==> src/inc/cmp_ctrl_pkg.sv <==
package cmp_ctrl_pkg;

  // Register byte addresses
  localparam logic [7:0] OFS_CONV_CTRL_STATUS_B = 8'h00;
  localparam logic [7:0] OFS_CMP_CTRL_STATUS    = 8'h04;
  localparam logic [7:0] OFS_DIG_INPUT_DISABLE  = 8'h08;
  localparam logic [7:0] OFS_CONV_SETTINGS      = 8'h0C;
  localparam logic [7:0] OFS_GLOBAL_IRQ         = 8'h10;

  // conv_ctrl_status_b fields
  localparam int unsigned B_CMP_MUX_ENABLE = 6;
  localparam int unsigned B_REF_LEVEL_LO   = 4;
  localparam int unsigned B_CONVB_RSVD     = 3;

  // comparator_ctrl_status fields
  localparam int unsigned B_POWER_OFF     = 7;
  localparam int unsigned B_INTERNAL_REF  = 6;
  localparam int unsigned B_OUTPUT        = 5;
  localparam int unsigned B_EVENT_FLAG    = 4;
  localparam int unsigned B_IRQ_ENABLE    = 3;
  localparam int unsigned B_CAPTURE_ROUTE = 2;
  localparam int unsigned B_IRQ_MODE_LO   = 0;

  // digital_input_disable_0 fields
  localparam int unsigned B_POS_PIN_DIS = 7;
  localparam int unsigned B_NEG_PIN_DIS = 6;

  // conv_settings fields
  localparam int unsigned B_CONV_ENABLE  = 7;
  localparam int unsigned B_REF_FIELD_LO = 5;
  localparam int unsigned B_CHAN_LO      = 0;

  // global irq register field
  localparam int unsigned B_GLOBAL_IRQ_EN = 0;

  // Reset values
  localparam logic [7:0] RST_CONV_CTRL_STATUS_B = 8'h00;
  localparam logic [7:0] RST_CMP_CTRL_STATUS    = 8'h00;
  localparam logic [7:0] RST_DIG_INPUT_DISABLE  = 8'h00;
  localparam logic [7:0] RST_CONV_SETTINGS      = 8'h00;

  // Encodings
  localparam logic [1:0] MODE_TOGGLE  = 2'h0;
  localparam logic [1:0] MODE_RSVD    = 2'h1;
  localparam logic [1:0] MODE_FALLING = 2'h2;
  localparam logic [1:0] MODE_RISING  = 2'h3;
  localparam logic [1:0] REF_FIELD_INTERNAL = 2'h3;
  localparam logic [4:0] CHAN_LAST = 5'h0A;

  // Synchroniser depth to the visible output
  localparam int unsigned SYNC_MAX_LATENCY = 2;

endpackage

==> src/inc/cmp_event_if.sv <==
`timescale 1ns/1ns
interface cmp_event_if;
  logic       level;
  logic       rise;
  logic       fall;
  logic [1:0] mode;
  logic       clear;
  logic       flag;

  modport sync_mp (output level, rise, fall);
  modport flag_mp (input rise, fall, mode, clear, output flag);
  modport ctrl_mp (input level, flag, output mode, clear);
endinterface

==> src/core/cmp_ctrl.sv <==
// Functional notes
// Mux enabled and converter off: chosen channel drives positive input.
// Mux disabled or converter on: positive pin drives positive input.
// Channel codes 0 to 10 pick analog channels 0 to 10.
// Internal reference select picks reference or negative pin.
// Two-bit level field picks the reference level.
// With reference field 11, levels are 1, 1/2, 1/4, 1/8 of 2.56V.
// Power-off bit switches comparator off, writable any time.
// Software disables interrupt before changing power-off bit.
// Comparator result is synchronised, 1 to 2 cycles late.
// Event flag sets on the transition chosen by interrupt mode.
// Event flag clears when the interrupt vector runs.
// Writing one clears the event flag; zero leaves it.
// Interrupt requested only with flag, enable and global enable set.
// Enable low suppresses the request; flag may still set.
// Mode 00 toggle, 01 reserved, 10 falling, 11 rising.
// Software disables interrupt before changing interrupt mode.
// Capture route feeds comparator output to timer capture input.
// Timer capture interrupt also needs its own mask bit.
// Pin input disable turns off buffer; pin read returns zero.
// Edges found by comparing current and previous samples.
//
// Local design decisions: register access over APB and the register offsets.
`timescale 1ns/1ns
module cmp_ctrl
  import cmp_ctrl_pkg::*;
(
  // Clock and reset
  input  wire logic        pclk,
  input  wire logic        presetn,
  // APB slave
  input  wire logic        psel,
  input  wire logic        penable,
  input  wire logic        pwrite,
  input  wire logic [7:0]  paddr,
  input  wire logic [31:0] pwdata,
  output logic      [31:0] prdata,
  output logic             pready,
  output logic             pslverr,
  // Comparator core
  input  wire logic        cmp_raw,
  output logic             cmp_power_off,
  output logic             pos_from_channel,
  output logic      [4:0]  pos_channel,
  output logic             neg_from_ref,
  output logic      [1:0]  ref_level,
  output logic             ref_cfg_reserved,
  // Timer capture and processor
  output logic             capture_in,
  output logic             cmp_irq,
  input  wire logic        irq_vector_ack,
  // Pin buffers
  input  wire logic        pos_pin_digital,
  input  wire logic        neg_pin_digital,
  output logic             pos_pin_read,
  output logic             neg_pin_read,
  output logic             pos_pin_input_disable,
  output logic             neg_pin_input_disable,
  output logic      [5:0]  adc_input_disable
);

  cmp_event_if ev ();

  // Register state
  logic [7:0]  convb_q, convb_d;
  logic [7:0]  acs_q, acs_d;
  logic [7:0]  did_q, did_d;
  logic [7:0]  cset_q, cset_d;
  logic        gie_q, gie_d;
  // APB answer
  logic [31:0] prdata_q, prdata_d;
  logic        pready_q, pready_d;
  logic        pslverr_q, pslverr_d;
  // Outputs to analog, timer, processor and pins
  logic        pos_chan_q, pos_chan_d;
  logic [4:0]  chan_q, chan_d;
  logic        neg_ref_q, neg_ref_d;
  logic [1:0]  lvl_q, lvl_d;
  logic        ref_rsvd_q, ref_rsvd_d;
  logic        cap_q, cap_d;
  logic        irq_q, irq_d;
  logic        pos_rd_q, pos_rd_d;
  logic        neg_rd_q, neg_rd_d;

  logic        setup;
  logic        wr_fire;
  logic        hit;
  logic [7:0]  rd_byte;
  logic        flag_clear_wr;

  cmp_sync u_sync (
    .pclk    (pclk),
    .presetn (presetn),
    .cmp_raw (cmp_raw),
    .ev      (ev.sync_mp)
  );

  cmp_event_flag u_flag (
    .pclk    (pclk),
    .presetn (presetn),
    .ev      (ev.flag_mp)
  );

  assign setup   = psel & ~penable;
  assign wr_fire = psel & penable & pready_q & pwrite;

  // Address decode and read mux
  always_comb begin
    hit     = 1'b1;
    rd_byte = 8'h00;
    unique case (paddr)
      OFS_CONV_CTRL_STATUS_B: rd_byte = convb_q;
      OFS_CMP_CTRL_STATUS: begin
        rd_byte               = acs_q;
        rd_byte[B_OUTPUT]     = ev.level;
        rd_byte[B_EVENT_FLAG] = ev.flag;
      end
      OFS_DIG_INPUT_DISABLE: rd_byte = did_q;
      OFS_CONV_SETTINGS:     rd_byte = cset_q;
      OFS_GLOBAL_IRQ:        rd_byte[B_GLOBAL_IRQ_EN] = gie_q;
      default:               hit = 1'b0;
    endcase
  end

  assign flag_clear_wr = wr_fire && (paddr == OFS_CMP_CTRL_STATUS)
                         && pwdata[B_EVENT_FLAG];
  assign ev.clear = flag_clear_wr | irq_vector_ack;
  assign ev.mode  = acs_q[B_IRQ_MODE_LO +: 2];

  // Next values of registers and derived outputs
  always_comb begin
    convb_d    = convb_q;
    acs_d      = acs_q;
    did_d      = did_q;
    cset_d     = cset_q;
    gie_d      = gie_q;
    prdata_d   = prdata_q;
    pready_d   = 1'b0;
    pslverr_d  = 1'b0;
    // One wait-free access phase after every setup
    if (setup) begin
      pready_d  = 1'b1;
      pslverr_d = ~hit;
      prdata_d  = {24'h000000, rd_byte};
    end
    if (wr_fire && hit) begin
      unique case (paddr)
        OFS_CONV_CTRL_STATUS_B: begin
          convb_d               = pwdata[7:0];
          convb_d[B_CONVB_RSVD] = 1'b0;
        end
        OFS_CMP_CTRL_STATUS: begin
          // Output and flag bits are not stored here
          acs_d               = pwdata[7:0];
          acs_d[B_OUTPUT]     = 1'b0;
          acs_d[B_EVENT_FLAG] = 1'b0;
        end
        OFS_DIG_INPUT_DISABLE: did_d = pwdata[7:0];
        OFS_CONV_SETTINGS:     cset_d = pwdata[7:0];
        OFS_GLOBAL_IRQ:        gie_d = pwdata[B_GLOBAL_IRQ_EN];
        default:               gie_d = gie_q;
      endcase
    end
  end

  // Decoded controls, one cycle behind their registers
  always_comb begin
    pos_chan_d = convb_q[B_CMP_MUX_ENABLE] & ~cset_q[B_CONV_ENABLE];
    chan_d     = cset_q[B_CHAN_LO +: 5];
    neg_ref_d  = acs_q[B_INTERNAL_REF];
    lvl_d      = convb_q[B_REF_LEVEL_LO +: 2];
    ref_rsvd_d = acs_q[B_INTERNAL_REF]
                 & (cset_q[B_REF_FIELD_LO +: 2] != REF_FIELD_INTERNAL);
    cap_d      = acs_q[B_CAPTURE_ROUTE] & ev.level;
    irq_d      = ev.flag & acs_q[B_IRQ_ENABLE] & gie_q;
    pos_rd_d   = pos_pin_digital & ~did_q[B_POS_PIN_DIS];
    neg_rd_d   = neg_pin_digital & ~did_q[B_NEG_PIN_DIS];
  end

  always_ff @(posedge pclk or negedge presetn) begin
    if (!presetn) begin
      convb_q    <= RST_CONV_CTRL_STATUS_B;
      acs_q      <= RST_CMP_CTRL_STATUS;
      did_q      <= RST_DIG_INPUT_DISABLE;
      cset_q     <= RST_CONV_SETTINGS;
      gie_q      <= 1'b0;
      prdata_q   <= 32'h00000000;
      pready_q   <= 1'b0;
      pslverr_q  <= 1'b0;
    end else begin
      convb_q    <= convb_d;
      acs_q      <= acs_d;
      did_q      <= did_d;
      cset_q     <= cset_d;
      gie_q      <= gie_d;
      prdata_q   <= prdata_d;
      pready_q   <= pready_d;
      pslverr_q  <= pslverr_d;
    end
  end

  always_ff @(posedge pclk or negedge presetn) begin
    if (!presetn) begin
      pos_chan_q <= 1'b0;
      chan_q     <= 5'h00;
      neg_ref_q  <= 1'b0;
      lvl_q      <= 2'h0;
      ref_rsvd_q <= 1'b0;
      cap_q      <= 1'b0;
      irq_q      <= 1'b0;
      pos_rd_q   <= 1'b0;
      neg_rd_q   <= 1'b0;
    end else begin
      pos_chan_q <= pos_chan_d;
      chan_q     <= chan_d;
      neg_ref_q  <= neg_ref_d;
      lvl_q      <= lvl_d;
      ref_rsvd_q <= ref_rsvd_d;
      cap_q      <= cap_d;
      irq_q      <= irq_d;
      pos_rd_q   <= pos_rd_d;
      neg_rd_q   <= neg_rd_d;
    end
  end

  assign prdata                = prdata_q;
  assign pready                = pready_q;
  assign pslverr               = pslverr_q;
  assign cmp_power_off         = acs_q[B_POWER_OFF];
  assign pos_from_channel      = pos_chan_q;
  assign pos_channel           = chan_q;
  assign neg_from_ref          = neg_ref_q;
  assign ref_level             = lvl_q;
  assign ref_cfg_reserved      = ref_rsvd_q;
  assign capture_in            = cap_q;
  assign cmp_irq               = irq_q;
  assign pos_pin_read          = pos_rd_q;
  assign neg_pin_read          = neg_rd_q;
  assign pos_pin_input_disable = did_q[B_POS_PIN_DIS];
  assign neg_pin_input_disable = did_q[B_NEG_PIN_DIS];
  assign adc_input_disable     = did_q[5:0];
endmodule

==> src/core/cmp_event_flag.sv <==
`timescale 1ns/1ns
module cmp_event_flag
  import cmp_ctrl_pkg::*;
(
  // Clock and reset
  input  wire logic pclk,
  input  wire logic presetn,
  // Edges in, flag out
  cmp_event_if.flag_mp ev
);

  logic flag_q, flag_d;
  logic hit;

  always_comb begin
    unique case (ev.mode)
      MODE_TOGGLE:  hit = ev.rise | ev.fall;
      MODE_FALLING: hit = ev.fall;
      MODE_RISING:  hit = ev.rise;
      default:      hit = 1'b0;
    endcase
    // A new event wins over a clear in the same cycle
    flag_d = hit | (flag_q & ~ev.clear);
  end

  always_ff @(posedge pclk or negedge presetn) begin
    if (!presetn) begin
      flag_q <= 1'b0;
    end else begin
      flag_q <= flag_d;
    end
  end

  assign ev.flag = flag_q;
endmodule

==> src/core/cmp_sync.sv <==
`timescale 1ns/1ns
module cmp_sync
  import cmp_ctrl_pkg::*;
(
  // Clock and reset
  input  wire logic pclk,
  input  wire logic presetn,
  // Raw comparator result
  input  wire logic cmp_raw,
  // Synchronised level and edges
  cmp_event_if.sync_mp ev
);

  logic meta_q, meta_d;
  logic level_q, level_d;
  logic prev_q, prev_d;

  always_comb begin
    meta_d  = cmp_raw;
    level_d = meta_q;
    prev_d  = level_q;
  end

  always_ff @(posedge pclk or negedge presetn) begin
    if (!presetn) begin
      meta_q  <= 1'b0;
      level_q <= 1'b0;
      prev_q  <= 1'b0;
    end else begin
      meta_q  <= meta_d;
      level_q <= level_d;
      prev_q  <= prev_d;
    end
  end

  // Current against previous sample: one edge, one cycle
  assign ev.level = level_q;
  assign ev.rise  = level_q & ~prev_q;
  assign ev.fall  = ~level_q & prev_q;
endmodule

==> config.mk <==
export PLATFORM = sky130hd
export DESIGN_NAME = cmp_ctrl
export DESIGN_NICKNAME = d
export VERILOG_FILES = /design/src/inc/cmp_ctrl_pkg.sv /design/src/inc/cmp_event_if.sv /design/src/core/cmp_ctrl.sv /design/src/core/cmp_event_flag.sv /design/src/core/cmp_sync.sv
export SDC_FILE = /design/constraint.sdc
export NUM_CORES = 1
export LEC_CHECK = 0
export ABC_AREA = 1
export BUFFER_PORTS_ARGS = -buffer_cell sky130_fd_sc_hd__buf_2
export CAP_MARGIN = 20
export CORE_ASPECT_RATIO = 1.75
export CORE_UTILIZATION = 49
export DETAILED_ROUTE_END_ITERATION = 6
export HOLD_SLACK_MARGIN = 0.02
export PLACE_DENSITY = 0.85
export SLEW_MARGIN = 25
export SYNTH_ARGS = -nofsm -noshare
export SYNTH_HDL_FRONTEND = slang
export SYNTH_SLANG_ARGS = --single-unit
==> constraint.sdc <==
create_clock -name pclk -period 1.7 [get_ports pclk]
set_input_delay 0 -clock pclk [delete_from_list [all_inputs] [get_ports pclk]]
set_output_delay 0 -clock pclk [all_outputs]
set_load 0.02 [all_outputs]
Word-level counts from Yosys, hierarchy flattened
Index checks and enable logic that the tools add are counted.
{"block": "totals", "register_bits": 58, "out_inout_bits": 57, "elab_cells": 70, "input_bits": 49}
{"block": "classes", "n_eq_ne": 7, "bitwise_logic": 25, "reduce_logical": 11, "muxes": 6}
{"operator": "7-bit case mux with 4 select lines", "n": 1}
{"operator": "8-bit by 4-bit equality test with 1-bit output (second input constant)", "n": 2}
{"operator": "1-bit bitwise AND", "n": 14}
{"operator": "2-bit AND reduction", "n": 5}
{"operator": "8-bit by 3-bit equality test with 1-bit output (second input constant)", "n": 1}
{"operator": "8-bit by 5-bit equality test with 1-bit output (second input constant)", "n": 1}
{"operator": "8-bit logical NOT", "n": 1}
{"operator": "1-bit inverter", "n": 8}
{"operator": "1-bit case mux with 5 select lines", "n": 1}
{"operator": "5-bit OR reduction", "n": 1}
{"operator": "2-bit equality test (second input constant)", "n": 2}
{"operator": "1-bit logical AND", "n": 3}
{"operator": "1-bit 2-to-1 mux", "n": 3}
{"operator": "1-bit OR", "n": 3}
{"operator": "1-bit case mux with 3 select lines", "n": 1}
{"operator": "2-bit logical NOT", "n": 1}
{"operator": "2-bit != test (second input constant)", "n": 1}

Longest topological paths before layout
Gate-level depths: netlist of the first run.
{"block": "depth", "ltp_word": 9, "depth_mapped": 9, "ltp_nobuf": 9}

By module
Synthesis of the first run repeated with hierarchy kept, for this count alone.
{"block": "hier_totals", "hier_cells": 303, "hier_area_um2": 2760.1}
{"mod": "cmp_ctrl", "seq_area_each_um2": 1351.3, "area_per_inst_um2": 2602.5, "n_inst": 1, "cells_each": 284}
{"mod": "cmp_sync", "seq_area_each_um2": 75.1, "area_per_inst_um2": 90.1, "n_inst": 1, "cells_each": 7}
{"mod": "cmp_event_flag", "seq_area_each_um2": 25.0, "area_per_inst_um2": 67.6, "n_inst": 1, "cells_each": 12}

Least setup slack after synthesis of the first run
Ideal clock, no wire load.
{"block": "synth_timing", "path_kind": "reg-to-reg", "from": "reg pready_q (netlist: pready)", "to": "reg convb_q[6]", "slack_ps": 366, "setup_ps": 66, "stages_incl_launch_ff": 7, "required_ps": 1634, "arrival_time_ps": 1268, "synth_period_minus_slack_ps": 1334, "n_path_buf": 2, "path_cell_list": "dfrtp_1 nand2_1 nor2_2 buf_2 buf_2 nand4_1 nand2_1"}
{"block": "synth_between", "elab_chain_len": 4}
{"element": "start, declared", "line_no": "cmp_ctrl.sv:72", "rtl": "logic pready_q, pready_d;"}
{"element": "start signal, assigned", "line_no": "cmp_ctrl.sv:197", "rtl": "pready_q <= pready_d;"}
{"element": "1-bit bitwise AND (2 in a row)", "line_no": "cmp_ctrl.sv:105", "rtl": "assign wr_fire = psel & penable & pready_q & pwrite;"}
{"element": "1-bit logical AND", "line_no": "cmp_ctrl.sv:146", "rtl": "if (wr_fire && hit) begin"}
{"element": "2-bit AND reduction (no line)"}
{"element": "end signal, assigned", "line_no": "cmp_ctrl.sv:191", "rtl": "convb_q <= convb_d;"}
{"element": "end, declared", "line_no": "cmp_ctrl.sv:65", "rtl": "logic [7:0] convb_q, convb_d;"}
No other way between the ends.
A chain may end at the register's enable or synchronous reset.

Final worst setup path of the first run
{"block": "layout_timing", "from": "reg pready_q (netlist: pready)", "to": "reg did_q[5]"}
{"block": "layout_between", "elab_chain_len": 4}
{"element": "1-bit bitwise AND (2 in a row)", "line_no": "cmp_ctrl.sv:105"}
{"element": "1-bit logical AND", "line_no": "cmp_ctrl.sv:146"}
{"element": "2-bit AND reduction (no line)"}
{"element": "end signal, assigned", "line_no": "cmp_ctrl.sv:193", "rtl": "did_q <= did_d;"}
{"element": "end, declared", "line_no": "cmp_ctrl.sv:67", "rtl": "logic [7:0] did_q, did_d;"}
No other way between the ends.

==> impl_results.md, run 1 <==
- Post-synth cell types: 29
- H-tree depth: 3
- GRT Overall Usage: 0.232
- Iteration count of the initial detailed-routing pass: 5
- Minimum clock period: 1350 ps
- Worst Path Required: 1920 ps
- Cell taking the most area after synthesis: dfrtp_1
- Slowest CP cell: mux2_1
- Clock skew: 5.08 ps
- Fin nets: 429
- Largest net degree at the start of global routing: 30
- Syn Inst Count: 297
- Yosys top cell area share: 0.523
- Setup crit start kind: flip-flop
- Clock root cell: clkbuf_8
- First-pass GRT wire length: 10100 microns
- CTS Buf Count: 9
- Area delta synth->final: 24.0%
- Switching pwr: 0.000690 W
- Vias: 2232
- Antenna diode count: 0
- Final period utilization: 0.794
- Core Area: 0.00534 sq mm
- Final slew viol count: 0
- DRC: 0
- Final hold viol count: 0
- Initial DRC Count: 62
- CP cell instances: nand2_1 > nor2_2 > nand2_2 > mux2_1
- Buffers plus inverters on the worst setup path: 0
- Num Clock Sinks: 58
- Setup tns final: 0 ps
- Number of I/O pins: 106
- Final ANT Viol Nets: 0
- Clk_lat worst skew: 340 ps
- Status: finished clean
- DP Worst Slack: 337 ps
- Crit. End Element: flip-flop
- Sequential Power Share: 0.458
- Avg Cell Area, Syn: 9.34 sq um
- CP top delay family: simple AND/OR/NAND/NOR gates
- Gpl congestion: 0.801
- Max_cap viols: 0
- Initial antenna violation count: 0
- HP Class: in -> async
- Cell area after synthesis: 0.00277 sq mm
- Starting Density: 0.519
- Worst setup path class: reg -> reg
- Critical Path Fanout Max: 14
- Sw Ratio: 0.225
- Main area contributors after synthesis: dfrtp_1 (52%), nand2_1 (14%), buf_4 (7.3%)
- Pint: 0.00238 W
- Detail-routed via count per cell: 4.88
- PortBufs: 57
- Combinational share of power: 0.078
- CTS Buffer Depth: 2
- Yosys warnings: 0
- Routed WL: 6060 microns
- Fmax: 0.741 GHz
- CTS resizes: 0
- Max VDD drop: 0.623 mV
- Core Util, Final: 0.643
- Sequential fraction of the synthesis area: 0.523
- Clock Power Share: 0.464
- Pwr/cell area: 893 mW/mm^2
- Rows: 35
- Filler Cell Count: 431
- WL/cell: 13.3 microns
- Vias in the first global route: 2208
- Die X: 58.9 microns
- Die H: 102 microns
- Crit path largest cell delay: 380 ps
- Post-DP HPWL: 4280 microns
- Final setup viols: 0
- CTS clk-pin slew, worst paths: 60 ps
- Die Area: 0.00598 sq mm
- Leakage power: 1.97 nW
- RSZ-0062 raised after global routing: no
- Synth Register Bits: 58
- Storage element area: 0.00145 sq mm
- Layout cell share with drive strength beyond 1: 0.274
- Crit path arrival time: 1570 ps
- GRT overflow: 0
- Worst hold slack: 74.4 ps
- Worst setup margin: 351 ps
- Area of the multi-input gates: 0.00108 sq mm
- CTS tree: done
==> per-stage QoR <==
stage,power (W),cells,cell area (sq um)
floorplan,0.00159,320,2860
global placement,0.00163,426,3060
detailed placement,0.00164,426,3060
CTS,0.00309,457,3440
global route,0.00319,457,3440
finish,0.00307,457,3440
==> power by group through the flow <==
stage | logic, W | registers (W) | clock network, W
after floorplan | 0.000146 | 0.00144 | 0
after global placement | 0.000204 | 0.00143 | 0
after detailed placement | 0.000211 | 0.00143 | 0
after CTS | 0.000238 | 0.00141 | 0.00145
after global routing | 0.000263 | 0.00141 | 0.00152
final | 0.000238 | 0.00141 | 0.00142
==> repair_timing <==
action | 4_1_cts | 5_1_grt
hold buffers | 15 | 0
endpoints found under the setup margin | 0 | 0
setup buffers | 0 | 0
hold endpoints to repair | 93 | 0
==> cell usage after synthesis, drive strengths merged <==
cell type	number
nand4	21
o21ai	13
a21boi	1
o22ai	2
nor3	1
dfrtp	58
inv	22
buf	32
and3	1
a21oi	2
nor2	21
nand3	7
conb	1
nand2	111
mux2	2
ha	2
==> path summary, 6_finish.rpt <==
check,startpoint,depth (start not counted),end,slack [ps]
worst max-delay path,pready$_DFF_PN0_,4,did_q[5]$_DFFE_PN0P_,350
min in group pclk,psel,5,prdata[0]$_DFFE_PN0P_,80
worst max register to register,pready$_DFF_PN0_,4,did_q[5]$_DFFE_PN0P_,350
worst min register to register,u_sync.level_d$_DFF_PN0_,0,u_sync.ev.level$_DFF_PN0_,350
worst min-delay path,presetn,2,acs_q[0]$_DFFE_PN0P_,70
max in group asynchronous,presetn,3,cset_q[0]$_DFFE_PN0P_,1100
==> sequential cells by signal (all words and copies together), names as in the netlist, 2 cells and up <==
register / flops
prdata: 8
convb_q: 7
pos_channel: 5
did_q: 8
cset_q: 8
acs_q: 6
ref_level: 2
==> cell families (layout without fill, tap and decap cells) <==
| group | after synthesis | count (layout) | share of synthesized area |
|---|---|---|---|
| AND/OR/NAND/NOR | 162 | 162 | 0.298 |
| flip-flops | 58 | 58 | 0.523 |
| buffers and inverters | 54 | 117 | 0.118 |
| AO/OA/AOI/OAI | 18 | 18 | 0.0424 |
| adder cells (fa/ha/maj) | 2 | 2 | 0.00902 |
| multiplexers | 2 | 2 | 0.00812 |
| other | 1 | 24 | 0.00135 |
==> metal layers <==
metal	vias up	GRT usage	routed length [microns]
li1	1063	-	-
met1	1055	0.252	2180
met2	93	0.405	3370
met3	21	0.0613	300
met4	0	0.121	212
met5	-	0	0
==> final cells by class <==
type                    instances  area share
clock buffers                  12      0.0451
clock inverters                 4      0.0215
inverters                      22      0.0240
multi-input cells             208       0.315
flip-flops and latches         58       0.422
well taps                      74      0.0269
repair buffers                 79       0.146
==> cell usage in the layout (no fill, tap or decap), types with 4 or more instances in the layout <==
cell type        n
buf_4            6
nand4_1         21
nor2_4           4
inv_1           20
clkbuf_8        11
nor2_1          11
o21ai_2          6
o21ai_1          6
conb_1          24
dlygate4sd3_1   15
dfrtp_1         58
buf_2           57
nand2_1        107
(Power assumes the default switching activity.)
==> inputs of run 2 (changes only) <==
==> constraint.sdc (replaced) <==
create_clock -name pclk -period 1.3 [get_ports pclk]
set_input_delay 0 -clock pclk [delete_from_list [all_inputs] [get_ports pclk]]
set_output_delay 0 -clock pclk [all_outputs]
set_load 0.02 [all_outputs]
==> run 2 against run 1 <==
Fmax grew 10%; setup slack lost 280 ps; critical path depth grew 2; sequential power grew 30%; wire length shrank 5.4%; sequential share of layout area grew 0.11 points; clock-buffer cell count grew 2; non-clock buffer count grew 3; register-to-register slack lost 280 ps; highest routed layer unchanged.
==> impl_results.md, run 2 (synthesis gave the netlist of run 1 again) <==
- Largest net degree at the start of global routing: 32 (+6.7%)
- Worst hold slack: 41.3 ps (-33.1 ps)
- Initial antenna violation count: 0 (unchanged)
- Pint: 0.00291 W (+23%)
- Sw Ratio: 0.228 (+0.00272)
- Worst setup path class: reg -> reg
- Vias in the first global route: 2079 (-5.8%)
- Combinational share of power: 0.082 (+0.004)
- Die X: 58.9 microns (unchanged)
- Crit path arrival time: 1440 ps (-130 ps)
- Final setup viols: 0 (unchanged)
- Antenna diode count: 0 (unchanged)
- Clock skew: 3.29 ps (-1.78 ps)
- Vias: 2181 (-2.3%)
- Busiest layer in global routing: met2
- Switching pwr: 0.000858 W (+24%)
- Crit. End Element: flip-flop
- R2r startpoint: pready$_DFF_PN0_
- DRC: 0 (unchanged)
- Starting Density: 0.519 (unchanged)
- Max VDD drop: 0.694 mV (+11%)
- GRT Overall Usage: 0.212 (-0.0203)
- Final period utilization: 0.942 (+0.148)
- Clock root cell: clkbuf_8
- Post-CTS Setup Bufs: 0 (unchanged)
- Clock Power Share: 0.430 (-0.034)
- Pwr/cell area: 1100 mW/mm^2 (+23%)
- H-tree depth: 3 (unchanged)
- Post-DP HPWL: 4220 microns (-1.4%)
- Final hold viol count: 0 (unchanged)
- First-pass GRT wire length: 9310 microns (-7.7%)
- Commonest non-fill, non-tap cell in the layout: nand2_1
- Hold Crit Start: penable
- M1 GR Usage: 0.236 (-0.0155)
- Least-Margin Pin Slew: 518 ps
- Final slew viol count: 0 (unchanged)
- Gpl congestion: 0.806 (+0.69%)
- Core Area: 0.00534 sq mm (unchanged)
- Area delta synth->final: 23.6%
- Fin cells: 460 (+0.66%)
- Die H: 102 microns (unchanged)
- GR Util met3: 0.0383 (-0.0230)
- Setup tns final: 0 ps (unchanged)
- CTS clk-pin slew, worst paths: 60 ps (about the same)
- Setup crit start kind: flip-flop
- Number of I/O pins: 106 (unchanged)
- CTS Buf Count: 9 (unchanged)
- RSZ-0062 raised after global routing: no
- Layout cell share with drive strength beyond 1: 0.280 (+0.00564)
- Status: finished clean
- Minimum clock period: 1220 ps (-125 ps)
- Rows: 35 (unchanged)
- Critical path startpoint: pready$_DFF_PN0_
- Iteration count of the initial detailed-routing pass: 6 (+1)
- Met2 Use GR: 0.375 (-0.0297)
- WL/cell: 12.5 microns (-6.0%)
- Detail-routed via count per cell: 4.74 (-2.9%)
- Die Area: 0.00598 sq mm (unchanged)
- Routed WL: 5740 microns (-5.4%)
- HP Class: in -> reg
- Tot Pwr: 0.00377 W (+23%)
- CTS Buffer Depth: 2 (unchanged)
- Most frequent cells in the layout: nand2_1 (107), dfrtp_1 (58), buf_2 (57), conb_1 (24), nand4_1 (21)
- GRT overflow: 0 (unchanged)
- Fin nets: 432 (+0.70%)
- Critical Path Fanout Max: 8 (-6)
- Max_cap viols: 0 (unchanged)
- Final ANT Viol Nets: 0 (unchanged)
- Worst Path Required: 1520 ps (-400 ps)
- CTS tree: done
- Num Clock Sinks: 58 (unchanged)
- PortBufs: 57 (unchanged)
- Initial DRC Count: 77 (+24%)
- Placed Cells: 431 (+1.2%)
- Clk_lat worst skew: 330 ps (about the same)
- Filler Cell Count: 458 (+6.3%)
- Relative slew margins: 0.654
- Fmax: 0.817 GHz (+10%)
- Leakage power: 1.97 nW (about the same)
- Sequential Power Share: 0.488 (+0.030)
- Core Util, Final: 0.642 (-0.00164)
==> run 2: changes by cell type in the layout (fill, tap and decap cells not counted) <==
cell	previous run	this run
buf_4	6	11
bufinv_16	2	1
clkbuf_1	1	3
clkinv_4	1	0
dlygate4sd3_1	15	13
nor2_2	3	2
nor2_4	4	5
==> run 2: power groups by stage <==
stage | sequential [W] | combinational (W) | clock [W]
finish | 0.00184 | 0.000309 | 0.00162
global route | 0.00184 | 0.000340 | 0.00172
CTS | 0.00184 | 0.000310 | 0.00165
detailed placement | 0.00187 | 0.000278 | 0
global placement | 0.00187 | 0.000271 | 0
floorplan | 0.00188 | 0.000192 | 0
==> run 2: area by class of cell <==
| type | instances | area [sq um] | share of cell area |
|---|---|---|---|
| clock buffers | 14 | 163 | 0.0474 |
| clock inverters | 2 | 35.0 | 0.0102 |
| inverters | 22 | 82.6 | 0.0241 |
| multi-input cells | 208 | 1090 | 0.317 |
| flip-flops and latches | 58 | 1450 | 0.423 |
| well taps | 74 | 92.6 | 0.0270 |
| repair buffers | 82 | 518 | 0.151 |
==> run 2: path summary, 6_finish.rpt <==
path	end	slack [ps]	depth (start not counted)
min in group asynchronous	capture_in$_DFF_PN0_	180	2
hold reg to reg	u_sync.ev.level$_DFF_PN0_	350	0
max in group asynchronous	acs_q[0]$_DFFE_PN0P_	590	3
setup reg to reg	cset_q[2]$_DFFE_PN0P_	80	6
setup / recovery	cset_q[2]$_DFFE_PN0P_	80	6
hold / removal	pready$_DFF_PN0_	40	3
==> run 2: critical path: stages, from the launching register on <==
cell and delay, ps:
dfrtp_1 340, nand2_1 80, nor2_4 190, buf_4 210, nand3_4 140, nand2_1 100
nand2_1 50
==> run 2: per-layer routing <==
| layer | vias up | routed length (microns) | part of all wire |
|---|---|---|---|
| met5 | - | 0 | 0 |
| met4 | 0 | 137 | 0.024 |
| met3 | 14 | 279 | 0.049 |
| met2 | 90 | 3150 | 0.55 |
| met1 | 1004 | 2170 | 0.38 |
| li1 | 1073 | - | - |
==> run 2: repair_timing <==
action	4_1_cts	5_1_grt
hold buffers	13	0
resized for setup	1	0
setup endpoints to repair	6	0
hold endpoints to repair	53	0
==> run 2: stage by stage <==
step / setup slack, ps / instance area, sq um
after global placement: 43.6 / 3100
final: 75.5 / 3430
after floorplan: 25.8 / 2860
after global routing: 11.1 / 3430
after detailed placement: 12.8 / 3100
after CTS: 74.1 / 3430
